==> config.mk <==
export PLATFORM = sky130hd
export DESIGN_NAME = sts_stepper_seq
export DESIGN_NICKNAME = d
export VERILOG_FILES = /design/src/design/sts_pkg.sv /design/src/design/sts_stepper_seq.sv /design/src/design/sts_prescaler.sv /design/src/design/sts_cmp_chan.sv
export SDC_FILE = /design/constraint.sdc
export NUM_CORES = 1
export LEC_CHECK = 0
export BUFFER_PORTS_ARGS = -buffer_cell sky130_fd_sc_hd__buf_4
export CORE_MARGIN = 2
export CORE_UTILIZATION = 50
export CTS_BUF_LIST = sky130_fd_sc_hd__clkbuf_16
export DETAILED_ROUTE_END_ITERATION = 7
export PLACE_DENSITY = 0.72
export SYNTH_ARGS = -nofsm -noshare
export SYNTH_HDL_FRONTEND = slang
export SYNTH_SLANG_ARGS = --single-unit
==> constraint.sdc <==
create_clock -name mclk -period 4.5 [get_ports mclk]
set_clock_uncertainty 0.2 [all_clocks]
set_input_delay 0.9 -clock mclk [delete_from_list [all_inputs] [get_ports mclk]]
set_output_delay 0.9 -clock mclk [all_outputs]
set_load 0.03 [all_outputs]
==> src/design/sts_pkg.sv <==
package sts_pkg;

   ////////////////////////////////////////////////////////////////////////////
   // Register indices; byte address is four times the index
   localparam int ADDR_W = 18;
   localparam logic [15:0] IDX_MODE = 16'hff80;
   localparam logic [15:0] IDX_CTRL = 16'hff81;
   localparam logic [15:0] IDX_IEN = 16'hff82;
   localparam logic [15:0] IDX_FLAGS = 16'hff83;
   localparam logic [15:0] IDX_IOCTL = 16'hff84;
   localparam logic [15:0] IDX_COUNT = 16'hff86;
   localparam logic [15:0] IDX_CMPA = 16'hff88;
   localparam logic [15:0] IDX_CMPB = 16'hff8a;
   localparam logic [15:0] IDX_PDATA = 16'hffdb;
   localparam logic [15:0] IDX_PDIR = 16'hffeb;

   ////////////////////////////////////////////////////////////////////////////
   // Field positions
   localparam int MODE_RUN_BIT = 7;
   localparam int CTL_CLR_BIT = 7;
   localparam int CTL_CKS_HI = 6;
   localparam int CTL_CKS_LO = 4;
   localparam int IEN_A_BIT = 0;
   localparam int IEN_B_BIT = 1;
   localparam int FLG_A_BIT = 0;
   localparam int FLG_B_BIT = 1;
   localparam int IO_B_CAP_BIT = 6;
   localparam int IO_B_ACT_HI = 5;
   localparam int IO_B_ACT_LO = 4;
   localparam int IO_A_CAP_BIT = 2;
   localparam int IO_A_ACT_HI = 1;
   localparam int IO_A_ACT_LO = 0;
   localparam int PHASE_PINS = 4;

   ////////////////////////////////////////////////////////////////////////////
   // Writable bits and reset values
   localparam logic [7:0] MODE_MASK = 8'h80;
   localparam logic [7:0] CTL_MASK = 8'hf0;
   localparam logic [7:0] IEN_MASK = 8'h03;
   localparam logic [7:0] IO_MASK = 8'h77;
   localparam logic [7:0] REG8_RST = 8'h00;
   localparam logic [15:0] CNT_RST = 16'h0000;
   localparam logic [15:0] GR_RST = 16'hffff;

   ////////////////////////////////////////////////////////////////////////////
   // Clock select codes and pin actions
   localparam int PRESC_W = 3;
   localparam logic [2:0] CKS_DIV1 = 3'h0;
   localparam logic [2:0] CKS_DIV2 = 3'h1;
   localparam logic [2:0] CKS_DIV4 = 3'h2;
   localparam logic [2:0] CKS_DIV8 = 3'h3;
   localparam int DIV8_GAP = 7;
   localparam logic [1:0] ACT_NONE = 2'h0;
   localparam logic [1:0] ACT_LOW = 2'h1;
   localparam logic [1:0] ACT_HIGH = 2'h2;
   localparam logic [1:0] ACT_TOGGLE = 2'h3;

endpackage : sts_pkg

==> src/design/sts_stepper_seq.sv <==
// Chosen here: register access over APB.
module sts_stepper_seq
   import sts_pkg::*;
(
   input wire logic mclk,
   input wire logic arst_n,
   input wire logic psel,
   input wire logic penable,
   input wire logic pwrite,
   input wire logic [ADDR_W-1:0] paddr,
   input wire logic [31:0] pwdata,
   output logic [31:0] prdata,
   output logic pready,
   output logic pslverr,
   output logic irq_a,
   output logic irq_b,
   input wire logic cha_pin_in,
   output logic cha_pin_out,
   output logic cha_pin_oe_n,
   input wire logic chb_pin_in,
   output logic chb_pin_out,
   output logic chb_pin_oe_n,
   output logic phase_a_out,
   output logic phase_b_out,
   output logic phase_a_inv_out,
   output logic phase_b_inv_out,
   output logic [PHASE_PINS-1:0] phase_oe_n
);

   typedef struct packed {
      logic [7:0] timer_mode;
      logic [7:0] timer_control;
      logic [7:0] timer_interrupt_enable;
      logic [7:0] compare_io_control;
      logic [15:0] up_counter;
      logic pend_clr;
      logic [7:0] phase_port_data;
      logic [7:0] phase_port_direction;
      logic [31:0] prdata;
      logic pready;
      logic pslverr;
      logic irq_a;
      logic irq_b;
      logic [PHASE_PINS-1:0] phase;
      logic [PHASE_PINS-1:0] phase_oe_n;
   } sts_top_state_t;

   ////////////////////////////////////////////////////////////////////////////
   // Reset release

   logic rs1;
   logic rs2;
   logic rst_n;

   always_ff @(posedge mclk or negedge arst_n)
   begin
      if (!arst_n)
      begin
         rs1 <= 1'b0;
         rs2 <= 1'b0;
      end
      else
      begin
         rs1 <= 1'b1;
         rs2 <= rs1;
      end
   end

   assign rst_n = rs2;

   ////////////////////////////////////////////////////////////////////////////
   // Declarations

   sts_top_state_t st;
   sts_top_state_t next_st;
   logic tick;
   logic upd;
   logic [15:0] word;
   logic mapped;
   logic [31:0] rd_val;
   logic wr_hit;
   logic [15:0] compare_a_period;
   logic [15:0] compare_b_point;
   logic flag_a;
   logic flag_b;
   logic clr_a;
   logic clr_b;
   logic cap_a;
   logic cap_b;

   assign word = paddr[ADDR_W-1:2];
   assign cap_a = st.compare_io_control[IO_A_CAP_BIT];
   assign cap_b = st.compare_io_control[IO_B_CAP_BIT];

   ////////////////////////////////////////////////////////////////////////////
   // Counter clock and compare channels

   sts_prescaler #(
      .W(PRESC_W)
   ) u_presc (
      .mclk(mclk),
      .rst_n(rst_n),
      .sel(st.timer_control[CTL_CKS_HI:CTL_CKS_LO]),
      .tick(tick)
   );

   // channel A compares against the period register
   sts_cmp_chan u_chan_a (
      .mclk(mclk),
      .rst_n(rst_n),
      .cnt(next_st.up_counter),
      .upd(upd),
      .gr_wr(wr_hit && word == IDX_CMPA),
      .wdata(pwdata[15:0]),
      .capture(cap_a),
      .action(st.compare_io_control[IO_A_ACT_HI:IO_A_ACT_LO]),
      .flag_clr(clr_a),
      .pin_in(cha_pin_in),
      .gr(compare_a_period),
      .flag(flag_a),
      .pin_out(cha_pin_out),
      .pin_oe_n(cha_pin_oe_n)
   );

   // channel B marks the point inside each step
   sts_cmp_chan u_chan_b (
      .mclk(mclk),
      .rst_n(rst_n),
      .cnt(next_st.up_counter),
      .upd(upd),
      .gr_wr(wr_hit && word == IDX_CMPB),
      .wdata(pwdata[15:0]),
      .capture(cap_b),
      .action(st.compare_io_control[IO_B_ACT_HI:IO_B_ACT_LO]),
      .flag_clr(clr_b),
      .pin_in(chb_pin_in),
      .gr(compare_b_point),
      .flag(flag_b),
      .pin_out(chb_pin_out),
      .pin_oe_n(chb_pin_oe_n)
   );

   ////////////////////////////////////////////////////////////////////////////
   // Read decode

   always_comb
   begin
      mapped = (paddr[1:0] == 2'h0);
      rd_val = 32'h0000_0000;
      unique case (word)
         IDX_MODE: rd_val[7:0] = st.timer_mode;
         IDX_CTRL: rd_val[7:0] = st.timer_control;
         IDX_IEN: rd_val[7:0] = st.timer_interrupt_enable;
         IDX_FLAGS:
         begin
            rd_val[FLG_A_BIT] = flag_a;
            rd_val[FLG_B_BIT] = flag_b;
         end
         IDX_IOCTL: rd_val[7:0] = st.compare_io_control;
         IDX_COUNT: rd_val[15:0] = st.up_counter;
         IDX_CMPA: rd_val[15:0] = compare_a_period;
         IDX_CMPB: rd_val[15:0] = compare_b_point;
         IDX_PDATA: rd_val[7:0] = st.phase_port_data;
         IDX_PDIR: rd_val[7:0] = st.phase_port_direction;
         default: mapped = 1'b0;
      endcase
      if (!mapped)
         rd_val = 32'h0000_0000;
   end

   // Writes land only at the completing access edge
   assign wr_hit = psel && penable && st.pready && pwrite && mapped;
   // Flags clear by writing zero; a one leaves them alone
   assign clr_a = wr_hit && word == IDX_FLAGS && !pwdata[FLG_A_BIT];
   assign clr_b = wr_hit && word == IDX_FLAGS && !pwdata[FLG_B_BIT];

   ////////////////////////////////////////////////////////////////////////////
   // Next state

   always_comb
   begin
      next_st = st;
      upd = 1'b0;
      // One wait-free answer: ready raised after the setup cycle
      next_st.pready = psel && !penable;
      next_st.pslverr = psel && !penable && !mapped;
      if (psel && !penable)
         next_st.prdata = rd_val;
      if (wr_hit)
      begin
         unique case (word)
            IDX_MODE: next_st.timer_mode = pwdata[7:0] & MODE_MASK;
            IDX_CTRL: next_st.timer_control = pwdata[7:0] & CTL_MASK;
            IDX_IEN: next_st.timer_interrupt_enable = pwdata[7:0] & IEN_MASK;
            IDX_IOCTL: next_st.compare_io_control = pwdata[7:0] & IO_MASK;
            IDX_PDATA: next_st.phase_port_data = pwdata[7:0];
            IDX_PDIR: next_st.phase_port_direction = pwdata[7:0];
            default: next_st.timer_mode = st.timer_mode;
         endcase
      end
      if (wr_hit && word == IDX_COUNT)
         next_st.up_counter = pwdata[15:0];
      else if (st.timer_mode[MODE_RUN_BIT] && tick)
      begin
         upd = 1'b1;
         // wrap to zero at the tick after match A
         if (st.timer_control[CTL_CLR_BIT] && st.pend_clr)
            next_st.up_counter = CNT_RST;
         else
            next_st.up_counter = st.up_counter + 16'h0001;
      end
      // Match latched so a reload of compare A cannot skip the clear
      if (wr_hit && word == IDX_COUNT)
         next_st.pend_clr = 1'b0;
      else if (upd)
         next_st.pend_clr = !cap_a && next_st.up_counter == compare_a_period;
      next_st.irq_a = flag_a && st.timer_interrupt_enable[IEN_A_BIT];
      next_st.irq_b = flag_b && st.timer_interrupt_enable[IEN_B_BIT];
      // direction bits turn the phase pins on
      for (int i = 0; i < PHASE_PINS; i++)
      begin
         next_st.phase_oe_n[i] = !st.phase_port_direction[i];
         next_st.phase[i] = st.phase_port_direction[i] && st.phase_port_data[i];
      end
   end

   always_ff @(posedge mclk or negedge rst_n)
   begin
      if (!rst_n)
      begin
         st <= '0;
         st.timer_mode <= REG8_RST;
         st.timer_control <= REG8_RST;
         st.up_counter <= CNT_RST;
         st.phase_oe_n <= '1;
      end
      else
         st <= next_st;
   end

   ////////////////////////////////////////////////////////////////////////////
   // Outputs

   assign prdata = st.prdata;
   assign pready = st.pready;
   assign pslverr = st.pslverr;
   assign irq_a = st.irq_a;
   assign irq_b = st.irq_b;
   // bit 3 phase A down to bit 0 inverse B
   assign phase_a_out = st.phase[3];
   assign phase_b_out = st.phase[2];
   assign phase_a_inv_out = st.phase[1];
   assign phase_b_inv_out = st.phase[0];
   assign phase_oe_n = st.phase_oe_n;

   ////////////////////////////////////////////////////////////////////////////
   // Checks

   property p_run_hold;
      @(posedge mclk) disable iff (!rst_n)
      (!st.timer_mode[MODE_RUN_BIT] && !(wr_hit && word == IDX_COUNT))
         |=> $stable(st.up_counter);
   endproperty
   a_run_hold: assert property (p_run_hold) else $error("counter moved while stopped");

   property p_clear_a;
      @(posedge mclk) disable iff (!rst_n)
      (tick && st.timer_mode[MODE_RUN_BIT] && st.timer_control[CTL_CLR_BIT] && !cap_a
         && st.up_counter == compare_a_period && !(wr_hit && word == IDX_COUNT))
         |=> st.up_counter == CNT_RST;
   endproperty
   a_clear_a: assert property (p_clear_a) else $error("counter not cleared on match A");

   property p_cnt_inc;
      @(posedge mclk) disable iff (!rst_n)
      (tick && st.timer_mode[MODE_RUN_BIT] && !st.timer_control[CTL_CLR_BIT]
         && !(wr_hit && word == IDX_COUNT))
         |=> st.up_counter == $past(st.up_counter) + 16'h0001;
   endproperty
   a_cnt_inc: assert property (p_cnt_inc) else $error("counter did not advance");

   property p_match_a;
      @(posedge mclk) disable iff (!rst_n)
      (upd && !cap_a && next_st.up_counter == compare_a_period) |=> flag_a;
   endproperty
   a_match_a: assert property (p_match_a) else $error("match A event missing");

   property p_match_b;
      @(posedge mclk) disable iff (!rst_n)
      (upd && !cap_b && next_st.up_counter == compare_b_point) |=> flag_b;
   endproperty
   a_match_b: assert property (p_match_b) else $error("match B event missing");

   property p_irq_gate;
      @(posedge mclk) disable iff (!rst_n)
      (!st.timer_interrupt_enable[IEN_A_BIT] ##1 !st.timer_interrupt_enable[IEN_A_BIT])
         |-> !irq_a;
   endproperty
   a_irq_gate: assert property (p_irq_gate) else $error("masked request forwarded");

   property p_irq_b;
      @(posedge mclk) disable iff (!rst_n)
      (flag_b && st.timer_interrupt_enable[IEN_B_BIT]) |=> irq_b;
   endproperty
   a_irq_b: assert property (p_irq_b) else $error("enabled request B not raised");

   property p_phase_out;
      @(posedge mclk) disable iff (!rst_n)
      (st.phase_port_direction[3:0] == 4'hf) |=>
         phase_oe_n == 4'h0 &&
         {phase_a_out, phase_b_out, phase_a_inv_out, phase_b_inv_out}
            == $past(st.phase_port_data[3:0]);
   endproperty
   a_phase_out: assert property (p_phase_out) else $error("phase pins not following data");

   property p_bus_answer;
      @(posedge mclk) disable iff (!rst_n)
      (psel && !penable) |=> pready ##1 !pready;
   endproperty
   a_bus_answer: assert property (p_bus_answer) else $error("bus answer timing wrong");

endmodule : sts_stepper_seq

==> src/design/sts_prescaler.sv <==
module sts_prescaler
   import sts_pkg::*;
#(
   parameter int W = PRESC_W
)
(
   input wire logic mclk,
   input wire logic rst_n,
   input wire logic [2:0] sel,
   output logic tick
);

   typedef struct packed {
      logic [W-1:0] div;
      logic tick;
   } sts_presc_state_t;

   sts_presc_state_t st;
   sts_presc_state_t next_st;

   always_comb
   begin
      next_st = st;
      next_st.div = st.div + 1'b1;
      unique case (sel)
         CKS_DIV1: next_st.tick = 1'b1;
         CKS_DIV2: next_st.tick = st.div[0];
         CKS_DIV4: next_st.tick = &st.div[1:0];
         CKS_DIV8: next_st.tick = &st.div[2:0];
         // No external clock here: other codes hold the counter
         default: next_st.tick = 1'b0;
      endcase
   end

   always_ff @(posedge mclk or negedge rst_n)
   begin
      if (!rst_n)
         st <= '0;
      else
         st <= next_st;
   end

   assign tick = st.tick;

   property p_div8;
      @(posedge mclk) disable iff (!rst_n)
      (sel == CKS_DIV8 && $stable(sel) && st.tick) |=> (!st.tick)[*7] ##1 st.tick;
   endproperty
   a_div8: assert property (p_div8) else $error("divide by eight tick spacing wrong");

endmodule : sts_prescaler

==> src/design/sts_cmp_chan.sv <==
module sts_cmp_chan
   import sts_pkg::*;
(
   input wire logic mclk,
   input wire logic rst_n,
   input wire logic [15:0] cnt,
   input wire logic upd,
   input wire logic gr_wr,
   input wire logic [15:0] wdata,
   input wire logic capture,
   input wire logic [1:0] action,
   input wire logic flag_clr,
   input wire logic pin_in,
   output logic [15:0] gr,
   output logic flag,
   output logic pin_out,
   output logic pin_oe_n
);

   typedef struct packed {
      logic [15:0] gr;
      logic flag;
      logic s1;
      logic s2;
      logic prev;
      logic pin_out;
      logic pin_oe_n;
   } sts_chan_state_t;

   sts_chan_state_t st;
   sts_chan_state_t next_st;
   logic match;
   logic cap_ev;

   always_comb
   begin
      next_st = st;
      next_st.s1 = pin_in;
      next_st.s2 = st.s1;
      next_st.prev = st.s2;
      // equality seen as the counter arrives
      match = upd && !capture && (cnt == st.gr);
      cap_ev = capture && st.s2 && !st.prev;
      if (gr_wr)
         next_st.gr = wdata;
      else if (cap_ev)
         next_st.gr = cnt;
      // Set beats a clear in the same cycle
      if (match || cap_ev)
         next_st.flag = 1'b1;
      else if (flag_clr)
         next_st.flag = 1'b0;
      // pin released in capture mode or when no action is chosen
      next_st.pin_oe_n = capture || (action == ACT_NONE);
      if (match)
      begin
         unique case (action)
            ACT_NONE: next_st.pin_out = st.pin_out;
            ACT_LOW: next_st.pin_out = 1'b0;
            ACT_HIGH: next_st.pin_out = 1'b1;
            ACT_TOGGLE: next_st.pin_out = !st.pin_out;
         endcase
      end
   end

   always_ff @(posedge mclk or negedge rst_n)
   begin
      if (!rst_n)
      begin
         st <= '0;
         st.gr <= GR_RST;
         st.pin_oe_n <= 1'b1;
      end
      else
         st <= next_st;
   end

   assign gr = st.gr;
   assign flag = st.flag;
   assign pin_out = st.pin_out;
   assign pin_oe_n = st.pin_oe_n;

   property p_flag_set;
      @(posedge mclk) disable iff (!rst_n)
      (upd && !capture && cnt == st.gr) |=> st.flag;
   endproperty
   a_flag_set: assert property (p_flag_set) else $error("match did not raise flag");

   property p_capture;
      @(posedge mclk) disable iff (!rst_n)
      (capture && !gr_wr && st.s2 && !st.prev) |=> st.gr == $past(cnt) && st.flag;
   endproperty
   a_capture: assert property (p_capture) else $error("capture value lost");

   property p_pin_idle;
      @(posedge mclk) disable iff (!rst_n)
      (action == ACT_NONE) [*2] |-> st.pin_oe_n && $stable(st.pin_out);
   endproperty
   a_pin_idle: assert property (p_pin_idle) else $error("pin driven with action none");

endmodule : sts_cmp_chan

# == Word-level counts from Yosys, hierarchy flattened ==
# Index checks and enable logic that the tools add are counted.
# word_totals
reg_bits,140
latchBits,0
ram_bits,0
romBits,0
in_bits,57
out_inout_bits,48
wordCells,148
mem_count,0
# classes
addsub,2
mul,0
n_div,0
n_lt_le_gt_ge,0
eq_ne,21
shifts,0
n_mux,23
bitwise,2
n_reduce_logical,67
# ops
cell,count
$eq 16x16->1 const B,10
$mux 16,8
$pmux 6 s8,1
$eq 16x16->1,2
$logic_and 1x1->1,29
$pmux 8 s3,1
$reduce_and 2->1,9
$add 16x1->16 const B,1
$pmux 2 s8,1
$logic_not 1->1,14
$reduce_bool 2->1,5
$reduce_or 10->1,1
$mux 1,9
$eq 2x2->1 const B,4
$eq 3x2->1 const B,2
$logic_not 2->1,3
$pmux 1 s3,2
$eq 2x1->1 const B,2
$logic_or 1x1->1,4
$pmux 1 s4,1
$add 3x1->3 const B,1
$eq 3x1->1 const B,1
$logic_not 3->1,1
$reduce_and 3->1,1
$not 1->1,2

# == Depth between registers and ports, before layout ==
# Gate-level depths: netlist of run 1.
# logic_depth
ltp_word,10
depth_mapped,12

# == Cells and area by module ==
# Synthesis of run 1 repeated with hierarchy kept, for this count alone.
# hier_totals
cells_unflattened,708
area_unflattened_um2,7089.3
# modules_own_cells
mod,n_inst,cells_per_inst,area_per_inst_um2,seq_area_each_um2
sts_stepper_seq,1,456,4405.5,1906.8
sts_cmp_chan,2,121,1260.0,571.8
sts_prescaler,1,10,163.9,100.1

# == Least setup slack after synthesis of run 1 ==
# Ideal clock, no wire load.
# synth_path
path_kind,input port to flip-flop
from,input paddr[7]
to,"register u_chan_a.st, in the netlist u_chan_a.pin_out"
setup_time_ns,0.119
arrival_time_ns,3.170
required_ns,4.181
path_slack_ns,1.012
stages,10
n_path_buf,1
path_cell_list,or3_4 nor4_4 and2_1 buf_4 o31a_2 xor2_1 o311ai_1 a2111oi_2 nand3_1 o21a_1
# synth_between
elab_chain_len,9
elab_cells_between_ends,20
# synth_rtl
element,line,source
"start, declared",sts_stepper_seq.sv:10,"input wire logic [ADDR_W-1:0] paddr,"
$eq 16x16->1 (on tied branches),"sts_stepper_seq.sv:150, sts_stepper_seq.sv:201",
$reduce_or 10->1 (no source line),-,
$mux 1,sts_stepper_seq.sv:150,unique case (word)
$logic_and 1x1->1,sts_stepper_seq.sv:172,assign wr_hit = psel && penable && st.pready && pwrite && mapped;
$logic_and 1x1->1 *,sts_stepper_seq.sv:201,if (wr_hit && word == IDX_COUNT)
$mux 16 / $mux 1 (equally long branches),sts_stepper_seq.sv:201,
$eq 16x16->1 / $logic_and 1x1->1 (equally long branches),sts_cmp_chan.sv:42,match = upd && !capture && (cnt == st.gr);
$logic_and 1x1->1 *,sts_cmp_chan.sv:42,
$reduce_and 2->1 (no source line) *,-,
"end signal, assigned",sts_cmp_chan.sv:75,st <= next_st;
"end, declared",sts_cmp_chan.sv:30,sts_chan_state_t st;
# Every way passes the cells marked *; elsewhere a longest branch is shown, timed or not.
# A chain may end at the register's enable or synchronous reset.

# == Worst setup path after layout of run 1 ==
# layout_path
from,input paddr[7]
to,"register u_chan_b.st, in the netlist u_chan_b.pin_out"
# layout_between
elab_chain_len,9
elab_cells_between_ends,20
# layout_rtl
element,line
$eq 16x16->1 (on tied branches),"sts_stepper_seq.sv:150, sts_stepper_seq.sv:201"
$reduce_or 10->1 (no source line),-
$mux 1,sts_stepper_seq.sv:150
$logic_and 1x1->1,sts_stepper_seq.sv:172
$logic_and 1x1->1 *,sts_stepper_seq.sv:201
$mux 16 / $mux 1 (equally long branches),sts_stepper_seq.sv:201
$eq 16x16->1 / $logic_and 1x1->1 (equally long branches),sts_cmp_chan.sv:42
$logic_and 1x1->1 *,sts_cmp_chan.sv:42
$reduce_and 2->1 (no source line) *,-
"end signal, assigned",sts_cmp_chan.sv:75
"end, declared",sts_cmp_chan.sv:30
# Marked as above.

==> flow_summary.toml, run 1 <==
[timing]
fin_crit_sh_pct = 79.6
maxSlewHeadroom_pct = 43.9
finalSetupViolCount = 0
worst_slew_pin_slew_ns = 0.842
rsz0062_at_grt = "false"
drv_slew = 0
clock.fmax_ghz = 0.279
finalHoldViolations = 0
tns_ns = 0
min_period_ns = 3.58

[finish]
syn_to_final_growth_pct = 17.8
nFillCells = 1143
finalNonFillerCells = 917
drive_above_1_share_pct = 27.7
diodes = 0
final_nets = 788

[global_routing]
grt_antenna_before_repair = 1
grt_overflow_total = 0
grt_pass1_vias = 5294
grt_use_total_pct = 27.1
grt_pass1_wl_mm = 28.9
grt_max_degree = 68

[route]
ant_nets = 0
first_pass_iters = 5
first_iter_violations = 569
vias_per_cell = 5.82
wl_per_cell_um = 20.0
finalWirelength_mm = 18.3
via_count = 5336
drc = 0

[clocking]
clk_latency_ns = 0.42
clk_pin_slew_ns = 0.06
tritoncts = "yes"
ctsResizeCount = 0
cts_buffers = 17
holdBufCountCts = 0
cts_buffer_depth = 2
cts-root-buf = "clkbuf_16"
h-tree-depth = 4
cts_sinks = 124
postCtsSetupBuffers = 0

[job]
drv_cap = 0

[placement]
gp_congestion = 0.964
dp.final_hpwl_mm = 12.8
io_buffers = 72
place_inst = 885

[synth]
synth_cells = 671
synth_top_area_share_pct = 32.5
ys_warn_count = 0
synth_top_cell_by_area = "dfrtp_1"
ys_ff_latch = 124
synth_edf_count = 0
yosysMostFrequentCell = "dfrtp_1"
synth_commonest_cells = "dfrtp_1 (86), nand2_1 (64), nor2_1 (52), o21ai_0 (52), a21oi_1 (48)"
syn_area_per_cell_um2 = 9.88
ys_top_cells_by_area = "dfrtp_1 (32%), dfstp_2 (15%), mux2_2 (5.6%)"
synthFlopType = "dfrtp_1"
ys_types = 62
async_reset_ff_share_pct = 100
synthesis.area_um2 = 6630
ys_seq_area_share_pct = 47.5

[floorplanning]
die_w_um = 119
dieArea_um2 = 14200
rows = 42
num_io_pins = 105
core_area_um2 = 13100
die_h_um = 119
start_util_pct = 50.7

[pwr]
p_per_area_nw_per_um2 = 346
vdd_drop_max_uv = 293
leakage_nw = 3.54

[worst_hold_path]
hold_class = "input pin to async pin"

[setup_path]
start_kind = "input pin"
arrival_ns = 3.73
worst-endpoint-required_ns = 4.65
regToRegEndpoint = "u_chan_a.pin_out$_DFFE_PN0P_"
reg2reg_depth = 9
path_class = "input pin to flip-flop"
r2r_start = "st[108]$_DFFE_PN0P_"
worstPathMaxFanout = 12
setup.worst_path.end_class = "flip-flop"
reg2reg_slack_ns = 1.07

[status]
status = "finished, final reports clean"
through the flow:
stage	setup slack, ns	util [%]	area [µm²]	hold slack (ns)	power (W)
final	0.918	59.7	7820	0.0466	0.00270
after global routing	0.804	59.7	7820	0.0325	0.00279
after CTS	0.935	59.7	7820	0.0344	0.00272
after detailed placement	0.496	54.9	7180	0.136	0.00125
after global placement	0.513	54.9	7180	0.134	0.00125
after floorplan	0.656	-	6690	0.131	0.00121
state kept, by name, summed over array words and instances (netlist names), 2 cells and up:
| name | flops |
|---|---|
| prdata | 16 |
| u_chan_a.next_st | 2 |
| u_chan_b.gr | 16 |
| u_presc.st | 3 |
| phase_oe_n | 4 |
| u_chan_b.next_st | 2 |
| u_chan_a.gr | 16 |
| st | 44 |
final cells by class:
class                           instances  area [µm²]  area share (%)
Sequential cell                       124        3150            40.4
Multi-Input combinational cell        468        3030            38.8
Timing Repair Buffer                   90         676            8.65
Clock buffer                           17         425            5.44
Tap cell                              176         220            2.82
Clock inverter                         15         206            2.64
Inverter                               27         101            1.30
where the power goes:
group	total, W	leakage (nW)	internal, W	switching [W]
Sequential	0.00113	1.51	0.00112	0.0000124
Clock	0.00147	0.322	0.000972	0.000501
Combinational	0.0000964	1.70	0.0000322	0.0000642
placed cells by master (no fill, tap or decap), types with 3 or more instances in the layout:
cell,netlist,routed
clkbuf_16,0,17
and2_1,8,8
nand3b_1,3,3
nor4_1,7,7
conb_1,2,17
a21o_1,3,3
nand4_1,13,13
bufinv_16,0,5
mux2_2,33,33
nor2b_1,3,3
nor2_1,52,52
o31a_1,3,3
dfrtp_1,86,85
clkinv_2,0,3
ha_1,3,3
nor3_1,11,11
a222oi_1,21,21
xnor2_1,24,24
dfstp_2,38,38
nand3_1,19,19
mux2i_1,9,9
nand2b_1,4,4
nand2_1,64,64
clkinv_4,0,3
a2111oi_2,3,3
and4_1,3,3
xor2_1,13,13
buf_4,38,90
and3_1,7,7
inv_1,27,30
a21oi_1,48,48
o21ai_1,3,3
o21ai_0,52,52
logic make-up after synthesis:
| logic type | Yosys count | share of synthesized area, % |
|---|---|---|
| AOI/OAI and AO/OA | 158 | 15.7 |
| other | 2 | 0.113 |
| and+or+nand+nor | 208 | 15.8 |
| xor gates and xnor gates | 37 | 4.89 |
| adders and majority gates | 3 | 0.566 |
| DFF | 124 | 47.5 |
| muxes | 45 | 7.85 |
| buffers and inverters | 94 | 7.62 |
critical path, stage by stage:
cell and delay (ns):
buf_4 0.12, or3_4 0.40, nor4_4 0.35, nand2_4 0.26, mux2i_2 0.44, xnor2_1 0.14, a2111oi_2 0.35, nand4_1 0.27
o31a_1 0.34, a31oi_1 0.14
worst max path at each step:
| stage | from | to | slack, ns |
|---|---|---|---|
| final | paddr[7] | u_chan_b.pin_out$_DFFE_PN0P_ | 0.92 |
| after global routing | paddr[7] | u_chan_a.pin_out$_DFFE_PN0P_ | 0.80 |
| after CTS | paddr[7] | u_chan_b.pin_out$_DFFE_PN0P_ | 0.93 |
| after detailed placement | paddr[7] | u_chan_b.pin_out$_DFFE_PN0P_ | 0.50 |
| after global placement | paddr[7] | u_chan_a.pin_out$_DFFE_PN0P_ | 0.51 |
| after floorplan | rs2$_DFF_PN0_ | cap_a$_DFFE_PN0P_ | 0.66 |
metal layers:
metal  GRT usage, %  part of all wire, %  vias up
met5              0                    0        -
met4           10.7                  2.0        0
met3           6.61                  7.6       31
met2           43.1                   47      242
met1           35.8                   43     2599
li1               -                    -     2464
No activity file was read; power rests on OpenSTA's default activity.
==> run 2: changes to the inputs <==
--- a/config.mk
+++ b/config.mk
@@ -5,12 +5,13 @@
 export SDC_FILE = /design/constraint.sdc
 export NUM_CORES = 1
 export LEC_CHECK = 0
+export ABC_AREA = 1
 export BUFFER_PORTS_ARGS = -buffer_cell sky130_fd_sc_hd__buf_4
 export CORE_MARGIN = 2
 export CORE_UTILIZATION = 50
 export CTS_BUF_LIST = sky130_fd_sc_hd__clkbuf_16
 export DETAILED_ROUTE_END_ITERATION = 7
-export PLACE_DENSITY = 0.72
+export PLACE_DENSITY = 0.74
 export SYNTH_ARGS = -nofsm -noshare
 export SYNTH_HDL_FRONTEND = slang
 export SYNTH_SLANG_ARGS = --single-unit
==> constraint.sdc (replaced) <==
create_clock -name mclk -period 3.11 [get_ports mclk]
set_clock_uncertainty 0.2 [all_clocks]
set_input_delay 0.622 -clock mclk [delete_from_list [all_inputs] [get_ports mclk]]
set_output_delay 0.622 -clock mclk [all_outputs]
set_load 0.03 [all_outputs]
==> run 2 against run 1 <==
Effect of this change: non-clock buffer count up 64; synthesized cell count up 55%; synthesized area up 13%; clock-buffer cell count unchanged; clock power up 26%; combinational power up 64%.
==> flow_summary.toml, run 2 <==
[floorplanning]
die_w_um = 126
dieArea_um2 = 15900
num_io_pins = 105
start_util_pct = 51.4
rows = 44
die_h_um = 126
core_area_um2 = 14500

[pwr]
p_sw_w = 0.000883
p_per_area_nw_per_um2 = 400
p_comb_share_pct = 4.3
p_int_w = 0.00277
clockPowerShare_pct = 50.8
power_frac_seq_pct = 44.8
p_total_w = 0.00365
leakage_nw = 4.55
vdd_drop_max_uv = 339
swShare_pct = 24.2

[synth]
ys_warn_count = 0
synth_top_area_share_pct = 28.8
synth_cells = 1038
synth_commonest_cells = "nand2_1 (333), inv_1 (148), dfrtp_1 (86)"
syn_area_per_cell_um2 = 7.19
synthFlopType = "dfrtp_1"
async_reset_ff_share_pct = 100
ys_ff_latch = 124
synthesis.area_um2 = 7460
yosysMostFrequentCell = "nand2_1"
ys_types = 37
synth_edf_count = 0
ys_top_cells_by_area = "dfrtp_1 (29%), nand2_1 (17%), dfstp_2 (13%)"
ys_seq_area_share_pct = 42.2
synth_top_cell_by_area = "dfrtp_1"

[route]
finalWirelength_mm = 22.7
ant_nets = 0
drc = 0
wl_per_cell_um = 16.6
first_iter_violations = 868
via_count = 7470
vias_per_cell = 5.47
first_pass_iters = 6

[finish]
max_flop_register = "st"
drive_above_1_share_pct = 22.8
finalNonFillerCells = 1366
largest_reg_flops = 44
final_nets = 1229
finalInstanceArea_um2 = 9120
syn_to_final_growth_pct = 22.2
mostFrequentLayoutCells = "nand2_1 (333), buf_4 (151), inv_1 (149), dfrtp_1 (85), nand3_1 (78)"
final_common_cell = "nand2_1"
diodes = 0
nFillCells = 1291

[global_routing]
grt_overflow_total = 0
grt_use_total_pct = 28.7
grt_pass1_vias = 6856
grt_pass1_wl_mm = 35.5
grt_max_degree = 56
grt_antenna_before_repair = 0

[clocking]
cts_buffers = 17
clk_latency_ns = 0.43
cts-root-buf = "clkbuf_16"
cts_sinks = 124
clk_pin_slew_ns = 0.06
tritoncts = "yes"
h-tree-depth = 4
cts_buffer_depth = 2

[timing]
finalHoldViolations = 0
tns_ns = 0
worst_slew_pin_slew_ns = 0.700
finalWorstSetupSlack_ns = 0.203
rsz0062_at_grt = "false"
maxSlewHeadroom_pct = 52.7
min_period_ns = 2.91
fin_crit_sh_pct = 93.5
finalSetupViolCount = 0
clock.fmax_ghz = 0.344
drv_slew = 0

[setup_path]
r2r_start = "st[62]$_DFF_PN0_"
critPathTopFamily = "simple AND/OR/NAND/NOR gates"
path_class = "input pin to flip-flop"
start_kind = "input pin"
arrival_ns = 3.06
critPathLaunch = "paddr[15]"
worst_path_max_delay_cell = "nor2_4"
worstPathMaxFanout = 9
crit_chain = "buf_4, nand2_1, inv_1, nand2_2, nor2_4, nand2_1, nand2_1, nor2_2, nand3_2, nand3_2, nor2_4, nand2_1, nand2_1, nand2_1, nand2_1, nand2_1, nor3_1, nand4_1, nand2_1"
cp.buffers_inverters = 2
worst-endpoint-required_ns = 3.27
path_common_cell = "nand2_1"
setup.worst_path.end_class = "flip-flop"
critical_path.max_stage_delay_ns = 0.28

[placement]
gp_congestion = 1.00
dp.final_hpwl_mm = 16.7
place_inst = 1331
io_buffers = 72
place_area_um2 = 8530
dp_worst_setup_slack_ns = -0.147

[worst_hold_path]
min-delay-start = "cha_pin_in"
hold_class = "input pin to flip-flop"

[job]
drv_cap = 0

[status]
status = "finished, final reports clean"
[run 2: cell count changes in the layout (fill, tap and decap cells not counted), sizes merged, moves of 13 or more]
cell | previous run | this run
xnor2 | 24 | 0
buf | 90 | 153
o221ai | 0 | 32
inv | 30 | 155
a21oi | 48 | 17
mux2 | 33 | 0
a222oi | 21 | 0
nand3 | 19 | 82
o22ai | 2 | 17
nor2 | 52 | 82
xor2 | 13 | 0
nand2 | 65 | 357
[run 2: per-stage QoR]
step	util [%]	hold slack, ns
finish	62.8	0.100
global route	62.8	0.0891
CTS	62.6	0.0790
detailed placement	58.7	0.136
global placement	58.7	0.133
floorplan	-	0.126
[run 2: worst paths after layout]
check | end | slack [ns] | depth (start not counted)
worst max-delay path | st[60]$_DFFE_PN0P_ | 0.20 | 19
worst min-delay path | u_chan_a.next_st[3]$_DFF_PN0_ | 0.10 | 1
worst max register to register | u_chan_b.pin_out$_DFFE_PN0P_ | 0.28 | 18
worst min register to register | u_chan_b.next_st[3]$_DFF_PN0_ | 0.12 | 0
max in group asynchronous | u_chan_b.gr[8]$_DFFE_PN1P_ | 1.83 | 1
min in group asynchronous | u_chan_b.next_st[3]$_DFF_PN0_ | 0.12 | 0
[run 2: power groups by stage]
| stage | clock network (W) | logic (W) | registers [W] |
|---|---|---|---|
| after global placement | 0 | 0.000155 | 0.00166 |
| after floorplan | 0 | 0.0000778 | 0.00168 |
| final | 0.00185 | 0.000158 | 0.00164 |
| after global routing | 0.00194 | 0.000172 | 0.00164 |
| after detailed placement | 0 | 0.000157 | 0.00166 |
| after CTS | 0.00188 | 0.000159 | 0.00164 |
[run 2: cell type report]
| type | instances | area, µm² | share of cell area (%) |
|---|---|---|---|
| inverters | 155 | 582 | 6.38 |
| clock buffers | 17 | 425 | 4.66 |
| flip-flops and latches | 124 | 3150 | 34.6 |
| repair buffers | 154 | 1180 | 13.0 |
| multi-input cells | 717 | 3420 | 37.5 |
| clock inverters | 15 | 126 | 1.39 |
| well taps | 184 | 230 | 2.52 |
[run 2: per-layer routing]
metal  wire (µm)  part of all wire, %  vias up  GRT usage, %
met2        9800                   43      432          43.2
met1        9470                   42     3389          40.2
met5           0                    0        -             0
li1            -                    -     3569             -
met4         941                  4.2        0          12.9
met3        2450                   11       80          5.90
[run 2: kinds of logic (layout without fill, tap and decap cells)]
family / count (synthesis) / in the layout / share of synthesized area [%]
and+or+nand+nor: 558 / 558 / 32.5
buffers and inverters: 212 / 341 / 12.9
AOI/OAI and AO/OA: 139 / 139 / 11.8
DFF: 124 / 124 / 42.2
adders and majority gates: 3 / 3 / 0.503
other: 2 / 17 / 0.101
[run 2: timing repair]
item                       4_1_cts  5_1_grt
hold endpoints to repair         2        0
buffers inserted                 0        2
setup endpoints to repair        0        5
gates resized for setup          0        2
hold buffers                     1        0
